--- config.mk ---
export PLATFORM = sky130hd
export DESIGN_NAME = rfid_tag_protection_command
export DESIGN_NICKNAME = d
export VERILOG_FILES = /design/src/rtl/rtp_pkg.sv /design/src/rtl/rtp_sub_if.sv /design/src/rtl/rtp_bitmap_check.sv /design/src/rtl/rtp_tag_match.sv /design/src/rtl/rfid_tag_protection_command.sv
export VERILOG_INCLUDE_DIRS = /design/src /design/src/rtl
export SDC_FILE = /design/constraint.sdc
export NUM_CORES = 1
export LEC_CHECK = 0
export BUFFER_PORTS_ARGS = -buffer_cell sky130_fd_sc_hd__buf_2
export CAP_MARGIN = 20
export CORE_MARGIN = 4
export CORE_UTILIZATION = 25
export CTS_BUF_LIST = sky130_fd_sc_hd__clkbuf_4 sky130_fd_sc_hd__clkbuf_8
export DETAILED_ROUTE_END_ITERATION = 8
export PLACE_DENSITY = 0.47
export SYNTH_ARGS = -nofsm -noshare
export SYNTH_HDL_FRONTEND = slang
export SYNTH_SLANG_ARGS = --single-unit
--- constraint.sdc ---
create_clock -name clk -period 5.09 [get_ports clk]
set_input_delay 0.2545 -clock clk [delete_from_list [all_inputs] [get_ports clk]]
set_output_delay 0.2545 -clock clk [all_outputs]
set_load 0.05 [all_outputs]
--- src/rtl/rtp_consts.svh ---
// Constants for the set-tag-protection command handler.
`ifndef RTP_CONSTS_SVH
`define RTP_CONSTS_SVH

`define RTP_ADDR_CMD          8'h00
`define RTP_ADDR_REQ          8'h04
`define RTP_ADDR_WD0          8'h08
`define RTP_ADDR_WD1          8'h0C
`define RTP_ADDR_WD2          8'h10
`define RTP_ADDR_WD3          8'h14
`define RTP_ADDR_CFG          8'h18
`define RTP_ADDR_RESP         8'h1C
`define RTP_ADDR_STAT         8'h20

`define RTP_CMD_LSB           0
`define RTP_LOOP_LSB          16
`define RTP_UIDLEN_LSB        0
`define RTP_AREA_LSB          8
`define RTP_LEN_LSB           16
`define RTP_CFG_SEVERAL_BIT   0
`define RTP_CFG_UHF_BIT       1
`define RTP_CFG_HF20_BIT      2
`define RTP_CFG_RESET         3'h0

`define RTP_CMD_SET_PROT      16'h0103
`define RTP_CMD_SET_PROT_FAST 16'h2103
`define RTP_CMD_PRECEDING     16'h0102

`define RTP_ERR_NONE          16'h0000
`define RTP_ERR_BITMAP        16'h2502
`define RTP_ERR_UNKNOWN       16'h2601
`define RTP_ERR_MULTITAG      16'h2602
`define RTP_ERR_NO_TAG        16'h2603
`define RTP_ERR_UID_LEN       16'h2604
`define RTP_ERR_MISMATCH      16'h2605
`define RTP_ERR_AREA          16'h2606
`define RTP_ERR_LENGTH        16'h2607

`define RTP_AREA_PC_EPC       8'h01
`define RTP_AREA_USER         8'h03
`define RTP_LEN_UHF           8'h00
`define RTP_LEN_HF            8'h08
`define RTP_UID_NEXT          8'hFF
`define RTP_UID_MAX           8'h10
`define RTP_UID_BYTES         16
`define RTP_PAGES             20
`define RTP_LAST_PAGE         19
`define RTP_BLOCKS            80
`define RTP_HF_SMALL_MASK     20'h000FF
`define RTP_WR_FRAGMENT       8'h00

`endif

--- src/rtl/rtp_pkg.sv ---
// Types shared by the set-tag-protection command handler.
package rtp_pkg;

  typedef enum logic [1:0] {
    rtp_st_idle,
    rtp_st_eval,
    rtp_st_run
  } rtp_state_type;

  typedef struct packed {
    rtp_state_type st;
    logic          busy;
    logic [15:0]   cmd;
    logic [7:0]    loop;
    logic [7:0]    uid_len;
    logic [7:0]    area;
    logic [7:0]    len;
    logic [127:0]  wdata;
    logic          several;
    logic          uhf;
    logic          hf20;
    logic [15:0]   resp;
    logic [15:0]   err;
    logic [7:0]    resp_loop;
    logic          done;
    logic [127:0]  last_id;
    logic          last_valid;
    logic [1:0]    uhf_lock;
    logic [31:0]   rdata;
    logic          start;
    logic          out_uhf;
    logic [7:0]    out_area;
    logic [79:0]   wrb;
    logic [79:0]   rdb;
  } rtp_top_state_type;

endpackage

--- src/rtl/rtp_sub_if.sv ---
// Signals between the command handler and its bitmap and tag-selection helpers.
`timescale 1ns/1ns
`default_nettype none

interface rtp_sub_if;
  logic [19:0]  wr_map;
  logic [19:0]  rd_map;
  logic         hf20;
  logic         map_ok;
  logic         resv_ok;
  logic [79:0]  wr_blocks;
  logic [79:0]  rd_blocks;
  logic [7:0]   uid_len;
  logic [127:0] wdata;
  logic [127:0] tag_id;
  logic [127:0] last_id;
  logic         last_valid;
  logic         tag_hit;
  logic         len_bad;

  modport top_mp (output wr_map, rd_map, hf20, uid_len, wdata, tag_id, last_id, last_valid,
                  input map_ok, resv_ok, wr_blocks, rd_blocks, tag_hit, len_bad);
  modport check_mp (input wr_map, rd_map, hf20, wdata,
                    output map_ok, resv_ok, wr_blocks, rd_blocks);
  modport match_mp (input uid_len, wdata, tag_id, last_id, last_valid,
                    output tag_hit, len_bad);
endinterface

`default_nettype wire

--- src/rtl/rtp_bitmap_check.sv ---
// Page bitmap checks and page-to-block expansion for HF protection requests.
`timescale 1ns/1ns
`default_nettype none
`include "rtp_consts.svh"

module rtp_bitmap_check (
  rtp_sub_if.check_mp chk
);
  logic [19:0] wr_eff;
  logic [18:0] gap_w;
  logic [18:0] gap_r;
  logic        same_ok;

  // Read protection implies write protection.
  assign wr_eff = chk.wr_map | chk.rd_map;
  assign same_ok = (chk.wr_map == chk.rd_map) || (chk.rd_map == 20'h00000) ||
                   (chk.wr_map == 20'h00000);

  genvar i;
  generate
    for (i = 0; i < `RTP_LAST_PAGE; i++) begin : g_gap
      // A set page must be followed by a set page, so every run ends at the last page.
      assign gap_w[i] = chk.wr_map[i] & ~chk.wr_map[i+1];
      assign gap_r[i] = chk.rd_map[i] & ~chk.rd_map[i+1];
    end
  endgenerate

  assign chk.map_ok = !chk.hf20 || (same_ok && gap_w == 19'h00000 && gap_r == 19'h00000);
  assign chk.resv_ok = (chk.wdata[31:20] == 12'h000) && (chk.wdata[63:52] == 12'h000);

  genvar p;
  generate
    for (p = 0; p < `RTP_PAGES; p++) begin : g_page
      if (p == `RTP_LAST_PAGE) begin : g_last
        // The final page has three blocks; the top block stays open.
        assign chk.wr_blocks[4*p +: 4] = {1'b0, {3{wr_eff[p]}}};
        assign chk.rd_blocks[4*p +: 4] = {1'b0, {3{chk.rd_map[p]}}};
      end else begin : g_full
        assign chk.wr_blocks[4*p +: 4] = {4{wr_eff[p]}};
        assign chk.rd_blocks[4*p +: 4] = {4{chk.rd_map[p]}};
      end
    end
  endgenerate
endmodule

`default_nettype wire

--- src/rtl/rtp_tag_match.sv ---
// Selects whether the tag in range is the one the request names.
`timescale 1ns/1ns
`default_nettype none
`include "rtp_consts.svh"

module rtp_tag_match (
  rtp_sub_if.match_mp m
);
  logic [15:0] byte_eq;

  genvar i;
  generate
    for (i = 0; i < `RTP_UID_BYTES; i++) begin : g_byte
      assign byte_eq[i] = (8'(i) >= m.uid_len) ||
                          (m.wdata[8*i +: 8] == m.tag_id[8*i +: 8]);
    end
  endgenerate

  always_comb begin
    m.len_bad = 1'b0;
    m.tag_hit = 1'b0;
    if (m.uid_len == 8'h00) begin
      m.tag_hit = 1'b1;
    end else if (m.uid_len == `RTP_UID_NEXT) begin
      m.tag_hit = !(m.last_valid && m.tag_id == m.last_id);
    end else if (m.uid_len[7] || m.uid_len > `RTP_UID_MAX) begin
      m.len_bad = 1'b1;
    end else begin
      m.tag_hit = &byte_eq;
    end
  end
endmodule

`default_nettype wire

--- src/rtl/rfid_tag_protection_command.sv ---
// Set-tag-protection command handler with its register port and protection engine port.
`timescale 1ns/1ns
`default_nettype none
`include "rtp_consts.svh"

// Overview of operation
// - Command code 0x0103 in the command field starts the set-protection request.
// - Alternate code 0x2103 starts the same request for loop-counter fast processing.
// - One UHF request carries protection for its one selected area to the engine.
// - HF request with the several-tag option on is refused with a fault.
// - Any read-protected page is also write protected.
// - Twenty-page HF maps: equal, or all read bits zero, or all write zero.
// - Twenty-page HF set bits form one gap-free run ending at page 19.
// - A bitmap violation is refused with error code 0x2502.
// - Pages span four blocks; page 19 spans three and block 79 stays open.
// - UHF write protection, once applied, cannot be undone by this block.
// - Identifier length zero acts on the single tag currently in range.
// - Length 1 to 16 compares that many write-data bytes against the tag identifier.
// - Length -1 acts only if the tag differs from the last one handled.
// - Area codes 1 and 3 are valid; UHF 1 is PC/EPC, 3 user.
// - A UHF request protects the whole selected area as one unit.
// - Write-data byte 0 bit n write-protects HF page n, pages 0 to 7.
// - The preceding command answers code 0x0102, write fragment 0, no read data.
// - Write-data byte 1 bits 0 to 7 write-protect twenty-page HF pages 8 to 15.
// - Write-data byte 4 bits 0 to 7 read-protect HF pages 0 to 7.

module rfid_tag_protection_command (
  input  wire logic         clk,
  input  wire logic         resetn,
  input  wire logic         clk_en,
  input  wire logic [7:0]   reg_addr,
  input  wire logic [31:0]  reg_wdata,
  input  wire logic         reg_wr,
  input  wire logic         reg_rd,
  output logic      [31:0]  reg_rdata,
  input  wire logic [7:0]   tags_in_range,
  input  wire logic [127:0] tag_id,
  input  wire logic         prot_done,
  input  wire logic         prot_fail,
  input  wire logic [15:0]  prot_err,
  output logic              prot_start,
  output logic              prot_uhf,
  output logic      [7:0]   prot_area,
  output logic      [79:0]  prot_wr_blocks,
  output logic      [79:0]  prot_rd_blocks,
  output logic              busy,
  output logic              done
);
  rtp_pkg::rtp_top_state_type s;
  rtp_pkg::rtp_top_state_type next_s;

  logic set_cmd;
  logic len_ok;
  logic area_ok;
  logic tag_ok;

  rtp_sub_if sub ();

  // HF page bitmaps: bytes 0..2 write, bytes 4..6 read, low bit is the lowest page.
  assign sub.wr_map     = s.hf20 ? s.wdata[19:0] : (s.wdata[19:0] & `RTP_HF_SMALL_MASK);
  assign sub.rd_map     = s.hf20 ? s.wdata[51:32] : (s.wdata[51:32] & `RTP_HF_SMALL_MASK);
  assign sub.hf20       = s.hf20;
  assign sub.uid_len    = s.uid_len;
  assign sub.wdata      = s.wdata;
  assign sub.tag_id     = tag_id;
  assign sub.last_id    = s.last_id;
  assign sub.last_valid = s.last_valid;

  rtp_bitmap_check u_check (
    .chk (sub.check_mp)
  );

  rtp_tag_match u_match (
    .m (sub.match_mp)
  );

  assign set_cmd = (s.cmd == `RTP_CMD_SET_PROT) || (s.cmd == `RTP_CMD_SET_PROT_FAST);
  assign len_ok  = s.uhf ? (s.len == `RTP_LEN_UHF) : (s.len == `RTP_LEN_HF);
  assign area_ok = !s.uhf || (s.area == `RTP_AREA_PC_EPC) || (s.area == `RTP_AREA_USER);
  // With no identifier given, only one tag may be in range.
  assign tag_ok  = (tags_in_range != 8'h00) &&
                   ((s.uid_len != 8'h00) || (tags_in_range == 8'h01));

  always_comb begin
    next_s = s;
    next_s.start = 1'b0;
    next_s.rdata = 32'h00000000;

    if (reg_wr) begin
      if (reg_addr == `RTP_ADDR_CMD) begin
        if (s.st == rtp_pkg::rtp_st_idle) begin
          next_s.cmd  = reg_wdata[`RTP_CMD_LSB +: 16];
          next_s.loop = reg_wdata[`RTP_LOOP_LSB +: 8];
          next_s.done = 1'b0;
          next_s.st   = rtp_pkg::rtp_st_eval;
        end
      end else if (reg_addr == `RTP_ADDR_REQ) begin
        if (s.st == rtp_pkg::rtp_st_idle) begin
          next_s.uid_len = reg_wdata[`RTP_UIDLEN_LSB +: 8];
          next_s.area    = reg_wdata[`RTP_AREA_LSB +: 8];
          next_s.len     = reg_wdata[`RTP_LEN_LSB +: 8];
        end
      end else if (reg_addr == `RTP_ADDR_WD0) begin
        if (s.st == rtp_pkg::rtp_st_idle) begin
          next_s.wdata[31:0] = reg_wdata;
        end
      end else if (reg_addr == `RTP_ADDR_WD1) begin
        if (s.st == rtp_pkg::rtp_st_idle) begin
          next_s.wdata[63:32] = reg_wdata;
        end
      end else if (reg_addr == `RTP_ADDR_WD2) begin
        if (s.st == rtp_pkg::rtp_st_idle) begin
          next_s.wdata[95:64] = reg_wdata;
        end
      end else if (reg_addr == `RTP_ADDR_WD3) begin
        if (s.st == rtp_pkg::rtp_st_idle) begin
          next_s.wdata[127:96] = reg_wdata;
        end
      end else if (reg_addr == `RTP_ADDR_CFG) begin
        if (s.st == rtp_pkg::rtp_st_idle) begin
          next_s.several = reg_wdata[`RTP_CFG_SEVERAL_BIT];
          next_s.uhf     = reg_wdata[`RTP_CFG_UHF_BIT];
          next_s.hf20    = reg_wdata[`RTP_CFG_HF20_BIT];
        end
      end
    end

    if (reg_rd) begin
      if (reg_addr == `RTP_ADDR_CMD) begin
        next_s.rdata = {8'h00, s.loop, s.cmd};
      end else if (reg_addr == `RTP_ADDR_REQ) begin
        next_s.rdata = {8'h00, s.len, s.area, s.uid_len};
      end else if (reg_addr == `RTP_ADDR_WD0) begin
        next_s.rdata = s.wdata[31:0];
      end else if (reg_addr == `RTP_ADDR_WD1) begin
        next_s.rdata = s.wdata[63:32];
      end else if (reg_addr == `RTP_ADDR_WD2) begin
        next_s.rdata = s.wdata[95:64];
      end else if (reg_addr == `RTP_ADDR_WD3) begin
        next_s.rdata = s.wdata[127:96];
      end else if (reg_addr == `RTP_ADDR_CFG) begin
        next_s.rdata = {29'h00000000, s.hf20, s.uhf, s.several};
      end else if (reg_addr == `RTP_ADDR_RESP) begin
        next_s.rdata = {s.err, s.resp};
      end else if (reg_addr == `RTP_ADDR_STAT) begin
        // Write fragment number is always zero and no read data is returned.
        next_s.rdata = {8'h00, s.resp_loop, `RTP_WR_FRAGMENT, 4'h0, s.uhf_lock, s.done,
                        (s.st != rtp_pkg::rtp_st_idle)};
      end else begin
        next_s.rdata = 32'h00000000;
      end
    end

    case (s.st)
      rtp_pkg::rtp_st_idle: begin
        next_s.start = 1'b0;
      end
      rtp_pkg::rtp_st_eval: begin
        next_s.st        = rtp_pkg::rtp_st_idle;
        next_s.done      = 1'b1;
        next_s.resp      = s.cmd;
        next_s.resp_loop = s.loop;
        if (s.cmd == `RTP_CMD_PRECEDING) begin
          next_s.err = `RTP_ERR_NONE;
        end else if (!set_cmd) begin
          next_s.err = `RTP_ERR_UNKNOWN;
        end else if (!s.uhf && s.several) begin
          next_s.err = `RTP_ERR_MULTITAG;
        end else if (!area_ok) begin
          next_s.err = `RTP_ERR_AREA;
        end else if (!len_ok) begin
          next_s.err = `RTP_ERR_LENGTH;
        end else if (!tag_ok) begin
          next_s.err = `RTP_ERR_NO_TAG;
        end else if (sub.len_bad) begin
          next_s.err = `RTP_ERR_UID_LEN;
        end else if (!s.uhf && !(sub.map_ok && sub.resv_ok)) begin
          next_s.err = `RTP_ERR_BITMAP;
        end else if (!sub.tag_hit) begin
          next_s.err = `RTP_ERR_MISMATCH;
        end else begin
          // The response stays as it was until the engine reports back.
          next_s.st        = rtp_pkg::rtp_st_run;
          next_s.done      = 1'b0;
          next_s.resp      = s.resp;
          next_s.resp_loop = s.resp_loop;
          next_s.start     = 1'b1;
          next_s.out_uhf   = s.uhf;
          if (s.uhf) begin
            // The whole area goes to the engine; block masks do not apply.
            next_s.out_area = s.area;
            next_s.wrb      = 80'h0;
            next_s.rdb      = 80'h0;
          end else begin
            next_s.out_area = 8'h00;
            next_s.wrb      = sub.wr_blocks;
            next_s.rdb      = sub.rd_blocks;
          end
        end
      end
      rtp_pkg::rtp_st_run: begin
        if (prot_done) begin
          next_s.st        = rtp_pkg::rtp_st_idle;
          next_s.done      = 1'b1;
          next_s.resp      = s.cmd;
          next_s.resp_loop = s.loop;
          next_s.err       = prot_fail ? prot_err : `RTP_ERR_NONE;
          if (!prot_fail) begin
            next_s.last_id    = tag_id;
            next_s.last_valid = 1'b1;
            if (s.out_uhf) begin
              // Lock flags only ever set; nothing here clears them.
              next_s.uhf_lock[s.out_area == `RTP_AREA_USER] = 1'b1;
            end
          end
        end
      end
      default: begin
        next_s.st = rtp_pkg::rtp_st_idle;
      end
    endcase
    // Busy is registered so that the output comes straight from a flip-flop.
    next_s.busy = (next_s.st != rtp_pkg::rtp_st_idle);
  end

  always_ff @(posedge clk or negedge resetn) begin
    if (!resetn) begin
      s.st         <= rtp_pkg::rtp_st_idle;
      s.busy       <= 1'b0;
      s.cmd        <= 16'h0000;
      s.loop       <= 8'h00;
      s.uid_len    <= 8'h00;
      s.area       <= 8'h00;
      s.len        <= 8'h00;
      s.wdata      <= 128'h0;
      s.several    <= 1'(`RTP_CFG_RESET >> `RTP_CFG_SEVERAL_BIT);
      s.uhf        <= 1'b0;
      s.hf20       <= 1'b0;
      s.resp       <= 16'h0000;
      s.err        <= `RTP_ERR_NONE;
      s.resp_loop  <= 8'h00;
      s.done       <= 1'b0;
      s.last_id    <= 128'h0;
      s.last_valid <= 1'b0;
      s.uhf_lock   <= 2'h0;
      s.rdata      <= 32'h00000000;
      s.start      <= 1'b0;
      s.out_uhf    <= 1'b0;
      s.out_area   <= 8'h00;
      s.wrb        <= 80'h0;
      s.rdb        <= 80'h0;
    end else if (clk_en) begin
      s <= next_s;
    end
  end

  assign reg_rdata      = s.rdata;
  assign prot_start     = s.start;
  assign prot_uhf       = s.out_uhf;
  assign prot_area      = s.out_area;
  assign prot_wr_blocks = s.wrb;
  assign prot_rd_blocks = s.rdb;
  assign busy           = s.busy;
  assign done           = s.done;
endmodule

`default_nettype wire

==> results by group <==
Run status
  • Status: finished, final reports clean

STA
  • Achievable Freq: 0.2270 GHz
  • Clock period minus worst slack: 4.404 ns
  • Crit share post-route: 86.53%
  • Final Hold Vio Count: 0
  • RSZ-0062 raised after global routing: no
  • Setup violators final: 0
  • Final Max Tran Viols: 0
  • Setup TNS: 0 ns
  • Slew @ Worst Pin: 1.091 ns
  • Final Skew: 0.04876 ns
  • Rel. slew slack: 27.11%

Worst hold path
  • Path type of the worst min-delay path: in2reg

Yosys
  • FF+latch count, synth: 436
  • EDFF count, synth: 0
  • Post-synth top area cell: dfrtp_1
  • Ys async rst share: 100.0%
  • Post-Syn Area per Cell: 9.920 um2
  • Distinct cells, synth: 68
  • Cells after Synth: 2440
  • YS warnings: 0
  • Mapped Area: 24200 um2
  • Synth top area share: 45.08%
  • Ys flop type: dfrtp_1
  • Synth area leaders: dfrtp_1 45%, mux2_2 8.6%, nand2_1 6.8%
  • Most frequent cell after synthesis: nand2_1
  • Register area share after synthesis: 45.08%
  • Top cells by count, synth: 439 x nand2_1, 436 x dfrtp_1, 205 x buf_4, 184 x mux2_2, 156 x xnor2_1

Global routing
  • Vias in the first global route: 20080
  • Global-route wire length before repair: 148.7 mm
  • Remaining Overflow, GRT: 0
  • Largest net degree at the start of global routing: 149
  • GR Util All Layers: 19.81%
  • Initial antenna violation count: 28

Clocking
  • Later-pin clock latency in the skew report: 0.70 ns
  • Root Driver: clkbuf_8
  • CTS buffer count: 83
  • CTS sink cnt: 436
  • H-tree depth: 3
  • Maximum clock path buffer count: 3
  • Worst-path clk slew: 0.06 ns
  • Post-CTS Setup Inserts: 0
  • CTS tree: built
  • Hold_buf cts: 177
  • Resized Gates After CTS: 0

Route
  • Detailed Route WL: 103.9 mm
  • Post-DR wirelength/cell: 24.91 um
  • Vias post-DR: 20110
  • Initial DRC count: 1716
  • DR vias/cell: 4.821
  • Routed Antenna Nets: 0
  • 1st-pass router iterations: 6
  • DR DRC count: 0

Final layout
  • Final nets: 3041
  • Final Util: 31.26%
  • Share of layout cells above drive strength 1: 27.39%
  • Non-filler cells, final: 4171
  • Area grow syn2layout: 23.45%

Setup path
  • Startpoint Class: flip-flop
  • Required time of the worst setup path: 5.65 ns
  • Critical path endpoint category: flip-flop
  • WS Path Type: reg2reg
  • Critical Path AT: 4.97 ns
  • Worst-path fanout max: 50

Floorplanning
  • Ports: 403
  • Core Region: 95580 um2
  • Num rows: 113
  • Die Y: 319.2 um
  • Die W: 319.2 um
  • Starting Density: 25.32%
  • Die ar.: 101900 um2

Power and ir drop
  • Leak Pwr: 14.22 nW
  • Peak supply drop: 0.0001674 V
  • Cell area power density: 341.5 nW/um2

Placed design
  • GPL Wtd Cong: 0.8735
  • Detailed Place HPWL: 79.71 mm
  • Port-buffer cells: 400
  • Placed cells: 3819

Flow run
  • Max cap viols: 0
==> layer usage <==
metal / vias up / part of all wire (%) / global-route usage [%]
met3: 157 / 7.2 / 4.610
met2: 806 / 46 / 31.64
li1: 9056 / - / -
met5: - / 0.085 / 0
met1: 10080 / 45 / 26.98
met4: 14 / 2.5 / 5.337
==> layout by cell type, fill, tap and decap left out, types with 23 or more instances in the layout <==
cell type      count
nand2_1          439
dfrtp_1          436
buf_2            400
mux2_2           184
dlygate4sd3_1    177
xnor2_1          156
clkbuf_8         106
inv_1            100
nor2_1            72
o21ai_0           65
xor2_1            53
mux2i_1           53
nor2b_1           50
nand4_1           50
nor4_1            48
a21oi_1           44
buf_4             33
mux2_1            32
clkbuf_4          30
o2bb2ai_1         28
ha_1              24
o221ai_1          23
==> state kept, by name (all words and copies together) (netlist names) <==
signal / flops
prot_uhf: 1
prot_wr_blocks: 20
busy: 1
sub.last_id: 128
sub.wdata: 128
s: 86
prot_start: 1
sub.uid_len: 8
prot_rd_blocks: 20
sub.hf20: 1
sub.last_valid: 1
done: 1
prot_area: 8
reg_rdata: 32
==> cells by family (layout without fill, tap and decap cells) <==
group / count (synthesis) / after routing / synth area share [%]
AND/OR/NAND/NOR: 752 / 752 / 14.18
flip-flops: 436 / 436 / 45.08
buffers and inverters: 425 / 868 / 9.785
AO/OA/AOI/OAI: 324 / 324 / 9.894
multiplexers: 269 / 269 / 12.24
XOR/XNOR: 209 / 209 / 7.563
adder cells (fa/ha/maj): 24 / 24 / 1.241
other: 1 / 24 / 0.01549
==> critical path, cell delays in order, from the launching register on <==
cell and delay [ns]:
dfrtp_1 0.86, nand2_1 0.24, ha_1 0.36, nor4_1 0.31, nand3_1 0.13, nor2_1 0.13, nor3_1 0.09, o41ai_4 0.74
nand3_2 0.39, nor3_4 0.26, buf_12 0.27, mux2_1 0.36
==> area by class of cell <==
type                       count  area, um2
antenna                       22      55.05
clock buffer                 136       1684
clock inverter                15      167.7
fill                       10100      65700
inverter                     101      379.1
multi-input combinational   1580      10960
sequential                   436      10910
tap                         1265       1583
timing repair buffer         616       4136
==> power by group <==
group	leakage (nW)	switching, mW	internal (mW)	total (mW)
Combinational	7.40	1.12	0.804	1.92
Clock	0.981	1.64	2.24	3.88
Sequential	5.83	0.394	4.01	4.40
Total	14.2	3.15	7.06	10.2
==> worst paths after layout <==
check / from / endpoint / slack (ns) / cells after the start
min in group asynchronous: resetn / sub.last_id[69] / 0.15 / 2
max: sub.hf20 / prot_rd_blocks[7] / 0.69 / 11
max in group asynchronous: resetn / s[545] / 3.59 / 3
min reg2reg: sub.last_valid / sub.last_valid / 0.46 / 1
min: reg_wdata[6] / sub.wdata[6] / 0.05 / 2
max reg2reg: sub.hf20 / prot_rd_blocks[7] / 0.69 / 11
==> stage by stage <==
stage / worst slack, ns / instance area [um2] / power (mW) / hold WS, ns
floorplan: 1.510 / 24210 / 5.456 / -0.04109
global placement: 0.8655 / 26190 / 6.211 / 0.2696
detailed placement: 0.7361 / 26190 / 6.238 / 0.2668
CTS: 0.6756 / 29810 / 10.29 / 0.002084
global route: 0.3391 / 29860 / 10.71 / 0.02061
finish: 0.6856 / 29880 / 10.20 / 0.04957
No activity file was read; power rests on OpenSTA's default activity.
